===== src/hw/idle_gov_pkg.sv =====
// Package for the package idle-state governor: state codes, limits and carriers
package idle_gov_pkg;

    // Package idle states, shallow to deep
    typedef enum logic [3:0] {
        PKG_C0  = 4'h0,
        PKG_C2  = 4'h2,
        PKG_C3  = 4'h3,
        PKG_C6  = 4'h6,
        PKG_C7  = 4'h7,
        PKG_C8  = 4'h8,
        PKG_C9  = 4'h9,
        PKG_C10 = 4'hA
    } pkg_state_t;

    // Type-C subsystem power states
    typedef enum logic [1:0] {
        PORT_ACTIVE        = 2'h0,
        PORT_ATTACHED_IDLE = 2'h1,
        PORT_DETACHED_LITE = 2'h2,
        PORT_DETACHED_DEEP = 2'h3
    } port_state_t;

    // Cache flush FSM
    typedef enum logic [1:0] {
        LLC_FULL     = 2'b00,
        LLC_FLUSHING = 2'b01,
        LLC_EMPTY    = 2'b10,
        LLC_REGROW   = 2'b11
    } llc_state_t;

    localparam logic [3:0] CORE_C7     = 4'h7;
    localparam int         LLC_WAYS    = 16;
    localparam logic [4:0] LLC_WAYS_W  = 5'h10;
    localparam logic [4:0] FLUSH_STEP  = 5'h02;
    localparam logic [4:0] REGROW_STEP = 5'h01;
    localparam logic [4:0] WAYS_ZERO   = 5'h00;
    localparam int         NUM_CORES   = 4;
    localparam int         NUM_PIPES   = 4;
    localparam logic [6:0] BL_MAX      = 7'h64;  // 101 levels: 0..100
    localparam logic [6:0] BL_ZERO     = 7'h00;
    localparam logic [6:0] DIFF_LIMIT  = 7'h10;

    // Type-C port status from the subsystem
    typedef struct packed {
        port_state_t state;
        logic        attached;
        logic        host_ctrl_d3;
        logic        tunnel_idle;
        logic        pcie_inactive;
        logic        io_mgr_active;
    } port_status_t;

    // Display configuration
    typedef struct packed {
        logic        single_display;
        logic        res_in_range;
        logic        self_refresh_en;
        logic        embedded_panel;
        logic        scaling_on;
    } display_cfg_t;

endpackage


===== src/hw/idle_state_governor.sv =====
// Package idle-state governor: demotion, cache flush, state save, memory and display power
// Operation
// - Grant may be shallower than requested state
// - Demotion uses latency, energy and tolerance
// - Flush cache only when all cores deep
// - Flush gradually or at once per hint
// - Regrow cache ways gradually on wake
// - Save state to memory at C6+
// - Power-gate save arrays once saved
// - Machine check on corrupted restored state
// - Display limit C10 with single display, resolution in range and self refresh, else C8
// - Active port limits package to C0-C3
// - Attached idle port allows C6-C10
// - Detached light port allows C3-C10
// - Detached deep port allows C6-C10
// - Memory self-refresh only at C3 or deeper
// - Interrupt on significant image change
// - Dim backlight in same update as enhancement
// - Power off inactive pipes in single-pipe mode
// - Backlight has 101 brightness levels
module idle_state_governor
    import idle_gov_pkg::*;
(
    input  wire logic                  clk_in,
    input  wire logic                  rst_b_in,
    input  wire pkg_state_t            req_state_in,
    input  wire logic [NUM_CORES*4-1:0] core_cstate_in,
    input  wire logic                  wait_hint_substate_in,
    input  wire pkg_state_t            latency_limit_in,
    input  wire logic                  energy_ok_in,
    input  wire port_status_t          type_c_subsystem_in,
    input  wire display_cfg_t          display_in,
    input  wire logic                  state_save_to_memory_en_in,
    input  wire logic                  save_done_in,
    input  wire logic                  restore_valid_in,
    input  wire logic                  restore_corrupt_in,
    input  wire logic                  mem_traffic_busy_in,
    input  wire logic                  single_pipe_low_power_in,
    input  wire logic [NUM_PIPES-1:0]  pipe_active_in,
    input  wire logic                  image_update_in,
    input  wire logic [6:0]            image_luma_in,
    input  wire logic [6:0]            enhance_gain_in,
    input  wire logic [6:0]            backlight_req_in,
    output logic                       grant_valid_out,
    output pkg_state_t                 grant_state_out,
    output logic [4:0]                 llc_ways_out,
    output logic                       save_to_memory_out,
    output logic                       save_arrays_gated_out,
    output logic                       machine_check_out,
    output logic                       mem_self_refresh_out,
    output logic [NUM_PIPES-1:0]       pipe_power_out,
    output logic                       image_change_irq_out,
    output logic [6:0]                 enhance_gain_out,
    output logic [6:0]                 backlight_level_out
);

    // Limits from each source
    pkg_state_t port_limit;
    pkg_state_t disp_limit;
    pkg_state_t lat_limit;
    pkg_state_t min_a;
    pkg_state_t min_b;
    pkg_state_t grant_nxt;
    pkg_state_t grant_r;

    wire port_ok_idle = type_c_subsystem_in.host_ctrl_d3 && type_c_subsystem_in.tunnel_idle
                        && type_c_subsystem_in.pcie_inactive;

    always_comb begin
        port_limit = PKG_C3;
        case (type_c_subsystem_in.state)
            PORT_ACTIVE:        port_limit = PKG_C3;
            PORT_ATTACHED_IDLE: port_limit = port_ok_idle ? PKG_C10 : PKG_C3;
            PORT_DETACHED_LITE: port_limit = type_c_subsystem_in.host_ctrl_d3
                                             ? PKG_C10 : PKG_C3;
            PORT_DETACHED_DEEP: port_limit = (port_ok_idle && !type_c_subsystem_in.attached
                                              && !type_c_subsystem_in.io_mgr_active)
                                             ? PKG_C10 : PKG_C3;
            default:            port_limit = PKG_C3;
        endcase
    end

    // Only the documented single-display case is known deep; others stay at C8
    assign disp_limit = (display_in.single_display && display_in.res_in_range
                         && display_in.self_refresh_en) ? PKG_C10 : PKG_C8;

    // Low entry/exit energy benefit keeps the package out of C9/C10
    assign lat_limit = (!energy_ok_in && latency_limit_in > PKG_C8)
                       ? PKG_C8 : latency_limit_in;

    assign min_a     = (req_state_in < port_limit) ? req_state_in : port_limit;
    assign min_b     = (disp_limit < lat_limit) ? disp_limit : lat_limit;
    assign grant_nxt = (min_a < min_b) ? min_a : min_b;

    always_ff @(posedge clk_in or negedge rst_b_in) begin
        if (!rst_b_in) begin
            grant_r <= PKG_C0;
        end else begin
            grant_r <= grant_nxt;
        end
    end

    assign grant_state_out = grant_r;
    assign grant_valid_out = 1'b1;

    // Cache sizing
    llc_state_t llc_r;
    llc_state_t llc_nxt;
    logic [4:0] ways_r;
    logic [4:0] ways_nxt;
    logic [NUM_CORES-1:0] core_deep;

    genvar gi;
    generate
        for (gi = 0; gi < NUM_CORES; gi++) begin : g_core
            assign core_deep[gi] = core_cstate_in[gi*4 +: 4] >= CORE_C7;
        end
    endgenerate

    wire all_deep   = &core_deep;
    wire [4:0] flush_step = (ways_r > FLUSH_STEP) ? 5'(ways_r - FLUSH_STEP) : WAYS_ZERO;
    wire [4:0] grow = (ways_r + REGROW_STEP > LLC_WAYS_W) ? LLC_WAYS_W
                                                          : 5'(ways_r + REGROW_STEP);

    always_comb begin
        llc_nxt  = llc_r;
        ways_nxt = ways_r;
        case (llc_r)
            LLC_FULL: begin
                if (all_deep) begin
                    llc_nxt = LLC_FLUSHING;
                end
            end
            LLC_FLUSHING: begin
                if (!all_deep) begin
                    // Nothing flushed yet: back to full, a regrow from full would only clamp at the top
                    llc_nxt = (ways_r == LLC_WAYS_W) ? LLC_FULL : LLC_REGROW;
                end else if (wait_hint_substate_in) begin
                    ways_nxt = WAYS_ZERO;
                    llc_nxt  = LLC_EMPTY;
                end else begin
                    ways_nxt = 5'(flush_step);
                    if (flush_step == WAYS_ZERO) begin
                        llc_nxt = LLC_EMPTY;
                    end
                end
            end
            LLC_EMPTY: begin
                if (!all_deep) begin
                    llc_nxt = LLC_REGROW;
                end
            end
            LLC_REGROW: begin
                if (all_deep) begin
                    llc_nxt = LLC_FLUSHING;
                end else begin
                    ways_nxt = grow;
                    if (grow == LLC_WAYS_W) begin
                        llc_nxt = LLC_FULL;
                    end
                end
            end
            default: llc_nxt = LLC_FULL;
        endcase
    end

    always_ff @(posedge clk_in or negedge rst_b_in) begin
        if (!rst_b_in) begin
            llc_r  <= LLC_FULL;
            ways_r <= LLC_WAYS_W;
        end else begin
            llc_r  <= llc_nxt;
            ways_r <= ways_nxt;
        end
    end

    assign llc_ways_out = ways_r;

    // State save to memory
    logic save_r;
    logic gated_r;
    logic mc_r;
    wire  deep_c6 = grant_r >= PKG_C6;

    always_ff @(posedge clk_in or negedge rst_b_in) begin
        if (!rst_b_in) begin
            save_r  <= 1'b0;
            gated_r <= 1'b0;
            mc_r    <= 1'b0;
        end else begin
            save_r  <= state_save_to_memory_en_in && deep_c6;
            gated_r <= save_r && (save_done_in || gated_r);
            // Sticky until reset: corrupted context cannot be trusted further
            mc_r    <= mc_r || (restore_valid_in && restore_corrupt_in);
        end
    end

    assign save_to_memory_out    = save_r;
    assign save_arrays_gated_out = gated_r;
    assign machine_check_out     = mc_r;

    // Memory self-refresh
    logic sr_r;
    always_ff @(posedge clk_in or negedge rst_b_in) begin
        if (!rst_b_in) begin
            sr_r <= 1'b0;
        end else begin
            sr_r <= (grant_r >= PKG_C3) && !mem_traffic_busy_in;
        end
    end
    assign mem_self_refresh_out = sr_r;

    // Display pipes
    wire lp_ok = single_pipe_low_power_in && display_in.single_display
                 && display_in.embedded_panel && !display_in.scaling_on;
    logic [NUM_PIPES-1:0] pipe_r;
    always_ff @(posedge clk_in or negedge rst_b_in) begin
        if (!rst_b_in) begin
            pipe_r <= '1;
        end else begin
            pipe_r <= lp_ok ? pipe_active_in : '1;
        end
    end
    assign pipe_power_out = pipe_r;

    // Image analysis and backlight
    logic [6:0] luma_r;
    logic       irq_r;
    logic [6:0] gain_r;
    logic [6:0] bl_r;
    wire  [6:0] luma_diff = (image_luma_in > luma_r) ? 7'(image_luma_in - luma_r)
                                                     : 7'(luma_r - image_luma_in);
    wire  [6:0] bl_clip   = (backlight_req_in > BL_MAX) ? BL_MAX : backlight_req_in;
    wire  [6:0] bl_dim    = (bl_clip > enhance_gain_in) ? 7'(bl_clip - enhance_gain_in)
                                                        : BL_ZERO;

    always_ff @(posedge clk_in or negedge rst_b_in) begin
        if (!rst_b_in) begin
            luma_r <= BL_ZERO;
            irq_r  <= 1'b0;
            gain_r <= BL_ZERO;
            bl_r   <= BL_ZERO;
        end else begin
            irq_r <= image_update_in && (luma_diff >= DIFF_LIMIT);
            if (image_update_in) begin
                luma_r <= image_luma_in;
            end
            // Gain and dimming share one register update so no frame sees one alone
            gain_r <= enhance_gain_in;
            bl_r   <= bl_dim;
        end
    end

    assign image_change_irq_out = irq_r;
    assign enhance_gain_out     = gain_r;
    assign backlight_level_out  = bl_r;

    // Checks
    a_port_active_limit: assert property (@(posedge clk_in) disable iff (!rst_b_in)
        type_c_subsystem_in.state == PORT_ACTIVE |=> grant_state_out <= PKG_C3)
        else $error("active port let package go deeper than C3");
    a_disp_limit_c8: assert property (@(posedge clk_in) disable iff (!rst_b_in)
        !display_in.self_refresh_en |=> grant_state_out <= PKG_C8)
        else $error("display limit exceeded without self refresh");
    a_grant_le_req: assert property (@(posedge clk_in) disable iff (!rst_b_in)
        1'b1 |=> grant_state_out <= $past(req_state_in))
        else $error("grant deeper than request");
    a_flush_needs_deep: assert property (@(posedge clk_in) disable iff (!rst_b_in)
        llc_r == LLC_FULL && !all_deep |=> llc_r == LLC_FULL)
        else $error("flush started without all cores deep");
    a_flush_at_once: assert property (@(posedge clk_in) disable iff (!rst_b_in)
        llc_r == LLC_FLUSHING && all_deep && wait_hint_substate_in |=> llc_ways_out == WAYS_ZERO)
        else $error("single-step flush left ways");
    a_regrow_gradual: assert property (@(posedge clk_in) disable iff (!rst_b_in)
        llc_r == LLC_REGROW && !all_deep |=> llc_ways_out == $past(llc_ways_out) + REGROW_STEP)
        else $error("regrow not gradual");
    a_save_deep: assert property (@(posedge clk_in) disable iff (!rst_b_in)
        save_to_memory_out |-> $past(grant_state_out) >= PKG_C6)
        else $error("state saved above C6");
    a_gate_after_save: assert property (@(posedge clk_in) disable iff (!rst_b_in)
        save_arrays_gated_out |-> $past(save_to_memory_out))
        else $error("arrays gated before save");
    a_mc_sticky: assert property (@(posedge clk_in) disable iff (!rst_b_in)
        restore_valid_in && restore_corrupt_in |=> machine_check_out [*2])
        else $error("machine check missing");
    a_self_refresh: assert property (@(posedge clk_in) disable iff (!rst_b_in)
        mem_self_refresh_out |-> $past(grant_state_out) >= PKG_C3)
        else $error("self refresh above C3");
    a_backlight_range: assert property (@(posedge clk_in) disable iff (!rst_b_in)
        backlight_level_out <= BL_MAX)
        else $error("backlight out of range");
    a_pipe_off: assert property (@(posedge clk_in) disable iff (!rst_b_in)
        lp_ok |=> pipe_power_out == $past(pipe_active_in))
        else $error("inactive pipe left powered");

    // Each limit bounds the grant on its own, whatever the others allow; then flush, regrow, save, machine check, refresh, irq, dimming and pipe checks
    a_attached_idle_cap: assert property (@(posedge clk_in) disable iff (!rst_b_in)
        type_c_subsystem_in.state == PORT_ATTACHED_IDLE && !port_ok_idle |=> grant_state_out <= PKG_C3)
        else $error("attached idle port without idle controllers let package go deep");
    a_energy_cap: assert property (@(posedge clk_in) disable iff (!rst_b_in)
        !energy_ok_in |=> grant_state_out <= PKG_C8)
        else $error("low energy benefit did not cap the grant");
    a_latency_cap: assert property (@(posedge clk_in) disable iff (!rst_b_in)
        1'b1 |=> grant_state_out <= $past(latency_limit_in))
        else $error("grant deeper than latency tolerance");
    a_flush_step: assert property (@(posedge clk_in) disable iff (!rst_b_in)
        llc_r == LLC_FLUSHING && all_deep && !wait_hint_substate_in && llc_ways_out > FLUSH_STEP
        |=> llc_ways_out == $past(llc_ways_out) - FLUSH_STEP)
        else $error("gradual flush did not take one step");
    a_flush_last_step: assert property (@(posedge clk_in) disable iff (!rst_b_in)
        llc_r == LLC_FLUSHING && all_deep && llc_ways_out <= FLUSH_STEP |=> llc_ways_out == WAYS_ZERO)
        else $error("flush stopped short of empty");
    a_regrow_full: assert property (@(posedge clk_in) disable iff (!rst_b_in)
        llc_r == LLC_REGROW && !all_deep && llc_ways_out == LLC_WAYS_W - REGROW_STEP |=> llc_r == LLC_FULL)
        else $error("regrow did not end full");
    a_save_when_deep: assert property (@(posedge clk_in) disable iff (!rst_b_in)
        state_save_to_memory_en_in && grant_state_out >= PKG_C6 |=> save_to_memory_out)
        else $error("state not saved to memory in deep state");
    a_mc_clean: assert property (@(posedge clk_in) disable iff (!rst_b_in)
        !machine_check_out && !(restore_valid_in && restore_corrupt_in) |=> !machine_check_out)
        else $error("machine check without corrupted restore");
    a_refresh_busy: assert property (@(posedge clk_in) disable iff (!rst_b_in)
        mem_traffic_busy_in |=> !mem_self_refresh_out)
        else $error("self refresh while memory traffic busy");
    a_irq_needs_update: assert property (@(posedge clk_in) disable iff (!rst_b_in)
        image_change_irq_out |-> $past(image_update_in))
        else $error("image change interrupt without update");
    a_gain_with_dim: assert property (@(posedge clk_in) disable iff (!rst_b_in)
        1'b1 |=> enhance_gain_out == $past(enhance_gain_in) && backlight_level_out <= $past(backlight_req_in))
        else $error("enhancement and dimming not in one update");
    a_pipes_all_on: assert property (@(posedge clk_in) disable iff (!rst_b_in)
        !lp_ok |=> &pipe_power_out)
        else $error("pipe powered off outside single-pipe mode");

    c_deep_grant: cover property (@(posedge clk_in) disable iff (!rst_b_in) grant_state_out == PKG_C10);
    c_flush_empty: cover property (@(posedge clk_in) disable iff (!rst_b_in) llc_r == LLC_EMPTY);
    c_regrow_full: cover property (@(posedge clk_in) disable iff (!rst_b_in)
        llc_r == LLC_REGROW ##1 llc_r == LLC_FULL);
    c_irq: cover property (@(posedge clk_in) disable iff (!rst_b_in) image_change_irq_out);
    c_pipe_single: cover property (@(posedge clk_in) disable iff (!rst_b_in) !(&pipe_power_out));

endmodule


===== config.mk =====
export PLATFORM = sky130hd
export DESIGN_NAME = idle_state_governor
export DESIGN_NICKNAME = d
export VERILOG_FILES = /design/src/hw/idle_gov_pkg.sv /design/src/hw/idle_state_governor.sv
export SDC_FILE = /design/constraint.sdc
export NUM_CORES = 1
export LEC_CHECK = 0
export BUFFER_PORTS_ARGS = -buffer_cell sky130_fd_sc_hd__buf_2
export CELL_PAD_IN_SITES_DETAIL_PLACEMENT = 1
export CELL_PAD_IN_SITES_GLOBAL_PLACEMENT = 1
export CORE_MARGIN = 1
export CORE_UTILIZATION = 25
export CTS_CLUSTER_DIAMETER = 120
export DETAILED_ROUTE_END_ITERATION = 8
export PLACE_DENSITY_LB_ADDON = 0.1
export SLEW_MARGIN = 20
export SYNTH_ARGS = -nofsm -noshare
export SYNTH_HDL_FRONTEND = slang
export SYNTH_SLANG_ARGS = --single-unit
export TNS_END_PERCENT = 10

===== constraint.sdc =====
create_clock -name clk_in -period 2.8 [get_ports clk_in]
set_input_delay 0.56 -clock clk_in [delete_from_list [all_inputs] [get_ports clk_in]]
set_output_delay 0.56 -clock clk_in [all_outputs]
set_load 0.05 [all_outputs]

# Word level (Yosys, flattened, before mapping)
# Cells that the tools add are included.
# W data, S select, Z words.
dict set report totals {
  elab_cells 104
  input_bits 72
  register_bits 41
}
dict set report classes {
  eq_ne 14
  n_addsub 5
  n_reduce_logical 29
  magnitude_cmp 16
  n_mux 28
}
# cell n
set op_table {}
lappend op_table {{$mux W4} 8}
lappend op_table {{$mux W5} 5}
lappend op_table {{$mux W7} 3}
lappend op_table {{$sub A7 B7 Y7} 3}
lappend op_table {{$ge A4 B3 Y1 const B} 5}
lappend op_table {{$mux W2} 9}
lappend op_table {{$pmux W4 S4} 1}
lappend op_table {{$logic_and A1 B1 Y1} 15}
lappend op_table {{$gt A7 B7 Y1} 2}
lappend op_table {{$lt A4 B4 Y1} 3}
lappend op_table {{$eq A5 B5 Y1 const B} 2}
lappend op_table {{$pmux W5 S2} 1}
lappend op_table {{$eq A2 B2 Y1 const B} 4}
lappend op_table {{$ne A2 B2 Y1 const B} 4}
lappend op_table {{$pmux W2 S4} 1}
lappend op_table {{$reduce_and A4 Y1} 2}
lappend op_table {{$ge A7 B5 Y1 const B} 1}
lappend op_table {{$gt A7 B7 Y1 const B} 1}
lappend op_table {{$add A5 B1 Y5 const B} 1}
lappend op_table {{$gt A5 B2 Y1 const B} 1}
lappend op_table {{$gt A5 B5 Y1 const B} 1}
lappend op_table {{$logic_not A1 Y1} 5}
lappend op_table {{$logic_not A5 Y1} 1}
lappend op_table {{$sub A5 B2 Y5 const B} 1}
lappend op_table {{9 further kinds} 12}

# Logic depth before layout (Yosys ltp)
# Gate-level depths: netlist of the first run.
dict set report logic_depth {
  ltp_word 10
  depth_mapped 13
  ltp_nobuf 13
}

# Worst setup path after synthesis of the first run
# No wires, ideal clock.
dict set report synth_timing {
  path_type {input -> register}
  startpoint {in type_c_subsystem_in[4] (netlist bit)}
  endpoint {reg grant_r[3] (netlist: grant_state_out[3])}
  slack_ns 0.110
  arrival_ns 2.565
  setup_time_ns 0.125
  t_required_ns 2.675
  path_stages 10
  path_cell_list {o21ai_0 > a41o_1 > nand2_1 > ha_1 > nor2b_1 > o21ai_0 > a21o_1 > ha_1 > a21oi_1 > mux2_2}
}
dict set report synth_between {
  elab_chain_len 9
}
# element line
set synth_lines {}
lappend synth_lines {{from (decl)} idle_state_governor.sv:31} ;# input wire port_status_t type_c_subsystem_in,
lappend synth_lines {{$logic_not A1 Y1 *} idle_state_governor.sv:76} ;# PORT_DETACHED_DEEP: port_limit = (port_ok_idle && !type_c_subsystem_in.attached
lappend synth_lines {{$logic_and A1 B1 Y1 *} idle_state_governor.sv:76}
lappend synth_lines {{$logic_and A1 B1 Y1 *} idle_state_governor.sv:77} ;# && !type_c_subsystem_in.io_mgr_active)
lappend synth_lines {{$mux W4 *} idle_state_governor.sv:78} ;# ? PKG_C10 : PKG_C3;
lappend synth_lines {{$pmux W4 S4 *} idle_state_governor.sv:71} ;# case (type_c_subsystem_in.state)
lappend synth_lines {{$lt A4 B4 Y1} idle_state_governor.sv:91} ;# assign min_a = (req_state_in < port_limit) ? req_state_in : port_limit;
lappend synth_lines {{$mux W4 *} idle_state_governor.sv:91}
lappend synth_lines {{$lt A4 B4 Y1} idle_state_governor.sv:93} ;# assign grant_nxt = (min_a < min_b) ? min_a : min_b;
lappend synth_lines {{$mux W4 *} idle_state_governor.sv:93}
lappend synth_lines {{net grant_nxt[3]} idle_state_governor.sv:63} ;# pkg_state_t grant_nxt;
lappend synth_lines {{to (signal assigned)} idle_state_governor.sv:99} ;# grant_r <= grant_nxt;
lappend synth_lines {{to (decl)} idle_state_governor.sv:64} ;# pkg_state_t grant_r;
# The timed path passes the listed nets; every way through them passes the cells marked *.
# A chain may end at the register's enable or synchronous reset.

# Final worst setup path of the first run
# Same ends and word-level chain as after synthesis.

==> summary by stage, run 1 <==
Floorplanning
During I/O placement, the number of pins put on the boundary was about 110. The total area inside the core boundary comes to 11,000 um^2. Measured along the y axis, the die boundary spans ~110 um. The x dimension of the die is about 110 um. The number of cell rows is 38. The starting utilization of the core area is a little over a quarter.

The full die area is about 12,000 um^2.

Place
The HPWL after detailed placement is 6.61 mm. The placer's final routability congestion estimate is roughly 0.75. Summing all placed instances gives a cell area of around 3600 um^2. Before CTS, the worst setup slack after placement is -0.267 ns. The number of input and output port buffers inserted is a little over 100.

STA
Across all hold checks on the routed design, the worst slack comes to between 0.2 and 0.3 ns. The worst path meets setup with about 0.19 ns of slack. Between clock sinks in the finished design, the worst skew comes to roughly 0.004 ns.

The final-report setup violation count is 0. The max-slew violation total from the final report is 0. Based on the critical path, the design can be clocked at up to around 380 MHz. The clock period could shrink to approximately 2.6 ns. The portion of the clock cycle consumed by the worst path in the final layout is roughly 93%. The number of failing hold endpoints at the final stage is 0.

Critical path
For the worst setup path, the data required time is around 3.0 ns. STA classifies the critical path endpoint as a flop. The depth of the most critical reg-to-reg path is 7. Data on the critical path arrives at its endpoint at 2.77 ns. The setup path with the least slack is of type input pin to flop. The critical-path maximum fanout is 4. The worst setup path is launched from an input pin.

Job
The number of maximum-capacitance constraint violations is 0.

Clocking
The clock latency of the later-clocked register in the worst-skew pair is between 0.2 and 0.3 ns. TritonCTS built the clock tree. The count of buffers added by post-CTS timing repair for setup is 0. The H-tree was split into 2 levels. After clock tree synthesis, the clock-pin slew on the worst setup and hold paths is approximately 0.060 ns. Counting every sink on the clock net gives 41.

The clock passes through at most 2 buffers. The number of buffers inserted during clock tree synthesis is 5. Hold repair after CTS inserted 0 buffers.

The clock root buffer is clkbuf_16.

Power
Summed over all nets, the switching power comes to about 1.2 mW. The cell internal power dissipation is ~1.6 mW. Across the VDD grid, the largest voltage drop is 0.000361 V.

The part of the total power dissipated in the clock network is between 20% and 30%. The proportion of power drawn by flip-flops and latches is 30.4%. In this run the static leakage power is roughly 1.9 nW. Of the total power, the share spent switching nets is 42.1%. The combinational share of power is around 44%.

Power spread over the standard cell area amounts to between 700 and 800 nW/um^2.

Detailed routing
The via count of the routed design is 2,717. Dividing the detail-routed wire length by the instance count gives ~14 um. The number of DRC markers after the initial detailed-route iteration is 21. The number of vias per cell after detailed routing is between 4 and 5.

The pre-antenna-repair detailed-routing pass consisted of 4 iterations. The count of unresolved DRC violations after routing is 0. In this run the remaining antenna-violating nets after routing total 0. The total wire length is 7.96 mm.

Synth
Averaged over all synthesized cells, the footprint is just under 9 um^2. When the netlist entered floorplanning its net count stood at 428. For this run, asynchronously set or reset flops after synthesis account for 100%. Yosys printed 0 warnings. In this run, synthesis inferred 0 flip-flops with an integrated enable. The proportion of synthesized chip area in sequential cells is 35.8%. Synthesis instantiated 54 different standard cells from the library.

The cell area that synthesis handed to floorplanning was 2880 um^2. The number of cells produced by synthesis is roughly 320. The most used flip-flop cell after synthesis is dfrtp_1.

The register bit count reported by yosys is between 40 and 50.

Layout
In the final design database the tool counted 541 nets. The layout has approximately 1,400 filler cells. In the layout the commonest cells are buf_2, inv_1, dfrtp_1, nand2_1, ha_1. After routing the design area is about 3800 um^2. The fraction of final layout cells with drive strength greater than 1 is between 30% and 40%. Compared with the post-synthesis result, the final layout area differs by 32.2%. The count of antenna diodes in the layout is 0.

The most frequent standard cell in the layout excluding fill and tap cells is buf_2.

Global route
The via count of the first global-routing pass was 2,801. The total grt overflow is 0. The wire length of the first global-routing pass is between 10 and 15 mm.

Entering global routing, the biggest net connects 22 pins. The initial antenna violation count was 0. The total routing usage reported by global routing is 14.1%.

Min path
The worst hold path belongs to the class input pin to asynchronous set/reset pin.

Status
The run finished with clean final reports.
layer usage:
metal	GRT usage, %	wire [um]	part of all wire (%)	vias up
met5	0	0	0	-
met4	3.14	53	0.67	0
met3	2.96	338	4.2	5
met2	25.2	4050	51	53
met1	17.2	3510	44	1296
li1	-	-	-	1363
through the flow:
step / power (mW) / TNS, ns / instances / util, %
after floorplan: 1.72 / 0 / 323 / -
after global placement: 2.06 / -0.394 / 569 / 32.8
after detailed placement: 2.07 / -0.889 / 569 / 32.8
after CTS: 2.79 / 0 / 577 / 34.3
after global routing: 2.96 / -0.00420 / 577 / 34.5
final: 2.75 / 0 / 577 / 34.5
cells by family after synthesis:
| kind of cell | count (synthesis) | synth area share (%) |
|---|---|---|
| AND/OR/NAND/NOR | 92 | 16.5 |
| buffers and inverters | 44 | 5.91 |
| multiplexers | 6 | 2.30 |
| XOR/XNOR | 7 | 2.13 |
| other | 1 | 0.130 |
| AO/OA/AOI/OAI | 99 | 22.1 |
| flip-flops | 41 | 35.8 |
| adder cells (fa/ha/maj) | 33 | 15.1 |
critical path: stages:
cell	delay, ns
buf_2	0.09
o21ai_0	0.14
a41o_1	0.21
nand2_1	0.09
ha_1	0.31
o21ai_0	0.12
a21oi_1	0.24
a21o_1	0.14
ha_2	0.31
a21oi_4	0.22
mux2_2	0.36
flip-flops by register name, summed over array words and instances, names as in the netlist, named ones only:
| name | cells |
|---|---|
| llc_ways_out | 5 |
| mem_self_refresh_out | 1 |
| save_arrays_gated_out | 1 |
| backlight_level_out | 7 |
| grant_state_out | 4 |
| luma_r | 7 |
| pipe_power_out | 4 |
| save_to_memory_out | 1 |
| machine_check_out | 1 |
| image_change_irq_out | 1 |
| llc_r | 1 |
| enhance_gain_out | 7 |
timing repair:
action,4_1_cts,5_1_grt
setup endpoints to repair,0,4
hold endpoints to repair,0,0
resized for setup,0,6
synth_stat cells (3+ instances only):
library cell	instances	area share [%]
a211oi_1	6	1.6
a21boi_0	4	1.0
a21o_1	9	2.3
a21oi_1	21	3.6
a31oi_1	9	2.0
clkbuf_1	5	0.65
dfrtp_1	36	31
dfstp_2	5	4.6
fa_1	3	2.1
ha_1	30	13
inv_1	37	4.8
mux2i_1	4	1.4
nand2_1	30	3.9
nand3_1	6	1.0
nand3b_1	3	0.78
nand4_1	4	0.87
nor2_1	18	2.3
nor2b_1	8	1.7
nor3_1	6	1.0
o21a_1	3	0.78
o21ai_0	27	4.7
o31ai_1	3	0.78
or2_2	5	1.1
xnor2_1	5	1.5
area by class of cell:
type | count | area (um^2) | area share (%)
Clock buffer | 7 | 143 | 3.75
Tap cell | 140 | 175 | 4.60
Inverter | 37 | 139 | 3.65
Timing Repair Buffer | 113 | 591 | 15.5
Clock inverter | 1 | 30.0 | 0.789
Multi-Input combinational cell | 238 | 1700 | 44.6
Sequential cell | 41 | 1030 | 27.1
worst paths after layout:
| kind | from | slack, ns | to |
|---|---|---|---|
| min reg2reg | machine_check_out | 0.45 | machine_check_out |
| min in group clk_in | enhance_gain_in[2] | 0.39 | enhance_gain_out[2] |
| max reg2reg | luma_r[4] | 0.60 | image_change_irq_out |
| min | rst_b_in | 0.26 | luma_r[5] |
| max | type_c_subsystem_in[4] | 0.19 | grant_state_out[3] |
| max in group asynchronous | rst_b_in | 2.25 | llc_ways_out[4] |
power by group through the flow:
stage	combinational [mW]	clock [mW]	sequential [mW]
floorplan	0.674	0	1.04
global placement	1.21	0	0.846
detailed placement	1.22	0	0.851
CTS	1.23	0.726	0.840
global route	1.36	0.746	0.857
finish	1.22	0.694	0.836
Power figures use the tool's default switching activity.
==> run 2, diff against run 1 <==
--- a/config.mk
+++ b/config.mk
@@ -12,6 +12,7 @@
 export CORE_UTILIZATION = 25
 export CTS_CLUSTER_DIAMETER = 120
 export DETAILED_ROUTE_END_ITERATION = 8
+export MAX_ROUTING_LAYER = met4
 export PLACE_DENSITY_LB_ADDON = 0.1
 export SLEW_MARGIN = 20
 export SYNTH_ARGS = -nofsm -noshare
==> summary by stage, run 2 (same netlist as run 1, synthesis figures left out) <==
Clocking
The root buffer cell chosen for the clock tree is clkbuf_16. Clock tree synthesis inserted a total of 5 buffers. In this run the number of H-tree levels came out at 2. The longest clock path from root to sink contains 2 buffers. The clock drives between 40 and 50 sinks. Clock-pin slew was measured on the worst setup and hold paths at 0.06 ns.

The clock latency of the later-clocked register in the worst-skew pair is 0.28 ns. TritonCTS built the clock tree.

Critical path
The critical path in this run is classified as input pin to flop. Among all stages on the critical path, the largest delay is contributed by mux2_2. STA puts the critical path data required time at ~3.0 ns. The largest incremental delay on the critical path is 0.36 ns.

The endpoint kind of the worst setup timing path is a flop. The critical path's most frequent cell is o21ai_0. Traced cell by cell, the critical path runs through buf_2 > o21ai_0 > a41o_1 > nand2_1 > ha_1 > o21ai_0 > a21oi_1 > a21o_1 > ha_2 > a21oi_4 > mux2_2. The depth of the most critical reg-to-reg path is 7.

Along the worst path, the maximum fanout reaches 4. The element type at the critical path start is an input pin. The data arrival time of the critical path is about 2.8 ns.

STA
After routing, the total negative slack on setup checks comes to 0 ns. The max-slew violation total from the final report was 0. The time the final worst path needs with I/O delays and setup is ~2.6 ns. Hold is met by roughly 0.26 ns. The clock arrives with 0.00375 ns of skew. The number of failing hold endpoints at the final stage is 0.

Timing would allow up to approximately 380 MHz. The portion of the clock cycle consumed by the worst path in the final layout is between 90% and 100%. Setup violations remaining at the end of the flow were counted as 0.

Global route
The total routing usage reported by global routing is between 10% and 20%. The via count of the first global-routing pass is 2,798. The initial antenna violation count is 0.

The wire length of the first global-routing pass is about 13 mm. The maximum number of pins on one net before global-route repair is 22. The total grt overflow is 0.

Place
Input and output buffers added on the ports amount to a little over 100. Summed over all nets, the half-perimeter wirelength after detailed placement is around 6.6 mm. The total placed cells including tap cells is approximately 570. The placer's final routability congestion estimate is between 0.7 and 0.8. The total cell area at the placement stage is roughly 3600 um^2.

Power
Net switching is 42.1% of the power. The cell area power density is 722 nW/um^2. For this design the static power due to leakage is ~1.9 nW. Summed over all nets, the switching power comes to about 1.2 mW.

Per report_power, the clock group accounts for roughly 25% of the total. Combinational logic burns about 44% of the power. The total power draw is between 2 and 3 mW.

VDD sags by at most ~0.00036 V. The cell internal power dissipation is ~1.6 mW. The proportion of power drawn by flip-flops and latches is approximately 30%.

Detailed routing
Detailed routing inserted a total of between 2,000 and 3,000 vias. The total wire length is around 8.0 mm. The antenna violation net count after detailed routing is 0. In the final routed layout, each cell accounts on average for 13.8 um.

After detailed routing, the number of remaining DRC violations is 0. The first detailed-routing pass took 4 iterations. The number of DRC markers after the initial detailed-route iteration is 24. Dividing the detail-routed via count by the number of cells gives about 4.7.

Floorplanning
Pin placement for this block handled roughly 110 I/O pins. The full die area is 12,000 um^2. The number of cell rows is 38.

The x dimension of the die is 109 um. Once the floorplan was initialized, standard cells occupied between 20% and 30% of the core. The vertical die dimension is 109 um. The core region is ~11,000 um^2.

Layout
The number of standard cells in the final layout excluding fillers is 577. In the layout the commonest cells are buf_2, inv_1, dfrtp_1, nand2_1, ha_1. Cells with a size suffix above 1 make up between 30% and 40% of the layout. The final net count is ~540. The final design area excluding fillers is 3810 um^2. The layout overhead on the synthesized area is 32.2%. The library cell used most frequently in the layout, excluding fill and tap cells, is buf_2. The count of antenna diodes in the layout is 0.

Min path
The class of the tightest hold or removal check is input pin to asynchronous set/reset pin.

Job
The tool flagged a number of max-cap violations equal to 0.

Status
The flow ran to the end, and the final reports show no timing, DRC or antenna violations.
-- run 2: cell counts in the layout (fill, tap and decap cells not counted) --
No cell type changed its count.
-- run 2: area by class of cell --
cell class                 instances  area (um^2)
multi-input combinational        238         1700
timing repair buffer             113          591
inverter                          37          139
sequential                        41         1030
clock buffer                       7          143
tap                              140          175
fill                            1364         7220
clock inverter                     1         30.0
-- run 2: power by group through the flow --
stage          combinational (mW)  clock (mW)  sequential (mW)
6_report                     1.22       0.694            0.836
5_1_grt                      1.36       0.746            0.858
4_1_cts                      1.23       0.726            0.840
3_5_place_dp                 1.22           0            0.851
3_3_place_gp                 1.21           0            0.846
2_1_floorplan               0.674           0             1.04
-- run 2: timing repair --
item | in CTS | in global routing
hold buffers | 0 | 0
endpoints found under the setup margin | 0 | 4
setup buffers | 0 | 0
resized for setup | 0 | 6
-- run 2: per-stage QoR --
step | util (%) | worst slack, ns
finish | 34.5 | 0.192
floorplan | - | 0.110
global placement | 32.8 | -0.140
CTS | 34.3 | 0.0276
detailed placement | 32.8 | -0.267
global route | 34.5 | -0.00420
-- run 2: per-layer routing --
layer  vias to the layer above  routed length, um  GRT usage (%)
met5                         -                  0              -
met4                         0                 49           3.14
met3                         5                322           2.85
met2                        55               4060           25.2
met1                      1296               3530           17.3
li1                       1363                  -              -
-- run 2: worst max-delay path: cells and delay by family --
| kind | cells | cell delay [ns] |
|---|---|---|
| AO/OA/AOI/OAI | 6 | 1.07 |
| buffers and inverters | 1 | 0.09 |
| multiplexers | 1 | 0.36 |
| AND/OR/NAND/NOR | 1 | 0.09 |
| adder cells (fa/ha/maj) | 2 | 0.62 |
-- run 2: final timing paths --
path	from	to	slack (ns)
setup / recovery	type_c_subsystem_in[4]	grant_state_out[3]	0.19
hold / removal	rst_b_in	luma_r[5]	0.26
setup reg to reg	luma_r[4]	image_change_irq_out	0.60
hold reg to reg	machine_check_out	machine_check_out	0.45
max in group asynchronous	rst_b_in	llc_ways_out[4]	2.25
min in group clk_in	enhance_gain_in[2]	enhance_gain_out[2]	0.39
==> run 3, diff against run 2 <==
--- a/config.mk
+++ b/config.mk
@@ -5,6 +5,7 @@
 export SDC_FILE = /design/constraint.sdc
 export NUM_CORES = 1
 export LEC_CHECK = 0
+export ABC_AREA = 1
 export BUFFER_PORTS_ARGS = -buffer_cell sky130_fd_sc_hd__buf_2
 export CELL_PAD_IN_SITES_DETAIL_PLACEMENT = 1
 export CELL_PAD_IN_SITES_GLOBAL_PLACEMENT = 1
@@ -14,6 +15,7 @@
 export DETAILED_ROUTE_END_ITERATION = 8
 export MAX_ROUTING_LAYER = met4
 export PLACE_DENSITY_LB_ADDON = 0.1
+export REMOVE_ABC_BUFFERS = 1
 export SLEW_MARGIN = 20
 export SYNTH_ARGS = -nofsm -noshare
 export SYNTH_HDL_FRONTEND = slang
==> summary by stage, run 3 <==
Status
The flow ran to the end, and the final reports show no timing, DRC or antenna violations.

Synth
After technology mapping, the gate count stands at 376. The commonest cells after synthesis are nand2_1, inv_1, dfrtp_1, nor2_1, ha_1. The leading area contributor after synthesis is dfrtp_1.

After synthesis, flip-flops and latches occupy roughly a third of the total area. The register bit count reported by yosys is just over 40. Yosys instantiated no cell more often than nand2_1.

In this run, synthesis inferred 0 flip-flops with an integrated enable. The portion of synthesized cell area occupied by the leading cell type is 30.7%. The mean post-synth cell area is approximately 7.8 um^2.

In this run, distinct cell masters in the synthesized netlist total between 40 and 50. In the post-synthesis netlist, the biggest area contributors are dfrtp_1, ha_1, nand2_1, inv_1, dfstp_2. In the synthesized netlist the dominant register cell turns out to be dfrtp_1. Of all flip-flops after synthesis, the portion carrying an async set or reset was 100%. The Yosys step of the flow raised 0 warnings. The post-synthesis instance area is 2940 um^2.

Critical path
Of all nets on the critical path, the largest fanout is 6. The slowest stage of the critical path belongs to the cell ha_1. Counting cells, the worst reg-to-reg path comes to 9. STA classifies the critical path startpoint as an input pin.

At the worst endpoint, the arrival time is 2.72 ns. The kind of cell with the highest combined delay on the critical path is simple AND/OR/NAND/NOR gates. The data required time of the worst path is between 2 and 3 ns. Traced cell by cell, the critical path runs through buf_2 > o21ai_0 > a31oi_1 > or2_2 > ha_1 > a21oi_1 > nand2_1 > nand2_1 > nand2_1 > a21oi_1 > nor2_1 > nor2_1 > nor2_1 > o21ai_2 > buf_4 > nor3_1. The critical path in this run is classified as input pin to flop. For this run, the slowest stage of the critical path takes 0.32 ns.

The buffers plus inverters on the worst setup path is 2. The endpoint kind of the worst setup timing path is a flop. The critical path crosses 16 cells after its start point. Across all register-to-register paths, the minimum setup slack is between 0.7 and 0.8 ns.

Clocking
The clock latency of the later-clocked register in the worst-skew pair is 0.30 ns. The number of buffers inserted during clock tree synthesis is 5. Hold repair after CTS inserted 0 buffers.

CTS saw a little over 40 sinks. The clock root buffer is clkbuf_16. The maximum clock path buffer count is 2. In this run, post-CTS repair resized a total of 0 instances. The clock edge transition at the registers on the reported setup and hold paths is 0.07 ns. The count of buffers added by post-CTS timing repair for setup is 0. TritonCTS built the clock tree.

CTS built an H-tree with a depth of 2.

Global route
The initial antenna violation count is 3. The first global-routing pass estimated 13.3 mm of wire. Across every metal layer, demand over resource in global routing totals between 10% and 20%. For this run the aggregate overflow at the end of global routing stands at 0.

Entering global routing, the biggest net connects between 40 and 50 pins. The via count of the first global-routing pass was slightly below 3,000.

Floorplanning
Once the floorplan was initialized, standard cells occupied about 26% of the core. In this run the core area contains 39 standard-cell rows. The region available for standard cell placement spans around 11,000 um^2. around 110 I/O pins were placed. The full die area is 12,200 um^2.

The floorplan step set the die width to ~110 um. The floorplan step set the die height to roughly 110 um.

Place
The total placed cells including tap cells is 626. Input and output buffers added on the ports amount to just over 100. The HPWL after detailed placement is 6.34 mm. At the end of routability-driven placement, the weighted congestion stood at between 0.7 and 0.8.

Power
For this design the static power due to leakage is between 2 and 2.5 nW. The total power draw is between 2 and 3 mW. For this design the ratio of total power to cell area is ~730 nW/um^2. The worst-case IR drop observed on VDD is between 0.0003 and 0.0004 V.

STA
For the pin with the worst max-slew slack, the measured transition is between 0.5 and 0.6 ns. The setup skew after layout is ~0.0042 ns. The max-slew violation total from the final report was 0.

For this run, the top clock speed supported by timing is about 390 MHz. The portion of the clock cycle consumed by the worst path in the final layout is about nine tenths. Setup repair after global routing left no endpoint under its margin. The final-report setup violation count is 0. The time the final worst path needs with I/O delays and setup is ~2.5 ns.

The number of failing hold endpoints at the final stage is 0. The headroom to the max-slew limit is between 60% and 70%.

Layout
The most frequent standard cell in the layout excluding fill and tap cells is buf_2. The finished layout holds 637 standard cells, fillers aside. The layout overhead on the synthesized area is 32.1%. Of the cells placed in the final design, the portion with a size suffix greater than 1 is between 20% and 30%. The final net count is 595. In the layout the commonest cells are buf_2, nand2_1, inv_1, dfrtp_1, nor2_1. The count of fill cells added during filler insertion is between 1,000 and 1,500.

Detailed routing
The pre-antenna-repair detailed-routing pass consisted of 4 iterations. The antenna violation net count after detailed routing is 0. The via count of the routed design is ~2,800. After detailed routing, the average wire length per cell comes to 12.3 um. The count of unresolved DRC violations after routing is 0. The number of vias per cell after detailed routing is between 4 and 5. The total wire length is just under 8 mm. The number of DRC markers after the initial detailed-route iteration is 55.

Min path
The class of the tightest hold or removal check is input pin to asynchronous set/reset pin.

Job
Across the run, the number of max-cap violations was 0.
run 3: area by class of cell:
class | instances | area (um^2) | share of cell area, %
inverter | 70 | 263 | 6.77
sequential | 41 | 1030 | 26.6
clock buffer | 5 | 125 | 3.22
timing repair buffer | 114 | 598 | 15.4
antenna | 3 | 7.51 | 0.193
clock inverter | 3 | 65.1 | 1.68
tap | 143 | 179 | 4.61
multi-input combinational | 258 | 1610 | 41.5
run 3: through the flow:
| stage | cell area (um^2) | utilization, % | setup TNS [ns] | hold WS (ns) | setup WS (ns) |
|---|---|---|---|---|---|
| after CTS | 3870 | 33.9 | 0 | 0.365 | 0.265 |
| after global routing | 3880 | 34.0 | 0 | 0.366 | 0.0491 |
| final | 3880 | 34.0 | 0 | 0.342 | 0.266 |
| after detailed placement | 3680 | 32.3 | -0.0501 | 0.444 | -0.0229 |
| after global placement | 3680 | 32.3 | 0 | 0.434 | 0.0742 |
| after floorplan | 2910 | - | 0 | 0.264 | 0.138 |
run 3: kinds of logic (layout without fill, tap and decap cells):
kind of cell / after synthesis / after routing / synth area share [%]
multiplexers: 1 / 1 / 0.383
AND/OR/NAND/NOR: 144 / 144 / 21.3
buffers and inverters: 77 / 192 / 10.0
flip-flops: 41 / 41 / 35.1
AO/OA/AOI/OAI: 67 / 67 / 14.6
XOR/XNOR: 12 / 12 / 3.58
adder cells (fa/ha/maj): 33 / 33 / 14.8
other: 1 / 4 / 0.128
run 3: power breakdown:
part | internal, mW | total (mW) | switching, mW
combinational | 0.413 | 1.26 | 0.851
clock | 0.510 | 0.778 | 0.268
sequential | 0.695 | 0.789 | 0.0939
total | 1.62 | 2.83 | 1.21
run 3: worst register-to-register path, stage by stage, from the launching register on:
cell and delay, ns:
dfrtp_1 0.35, inv_1 0.06, ha_1 0.20, fa_1 0.37
o21a_1 0.22, o21ai_0 0.22, xor2_1 0.10, mux2_1 0.30
nor2_1 0.08, nor2_1 0.04
run 3: path summary, 6_finish.rpt:
check,end,start
max reg2reg,image_change_irq_out,luma_r[0]
min,luma_r[0],rst_b_in
max in group asynchronous,asynchronous set/reset pin,rst_b_in
max,backlight_level_out[2],backlight_req_in[0]
min in group clk_in,enhance_gain_out[6],enhance_gain_in[6]
min reg2reg,machine_check_out,machine_check_out
run 3: per-layer routing:
metal / GRT usage (%) / wire [um] / vias up
met5: - / 0 / -
met2: 22.7 / 3670 / 71
li1: - / - / 1438
met4: 4.27 / 106 / 0
met3: 5.49 / 510 / 8
met1: 16.3 / 3570 / 1264
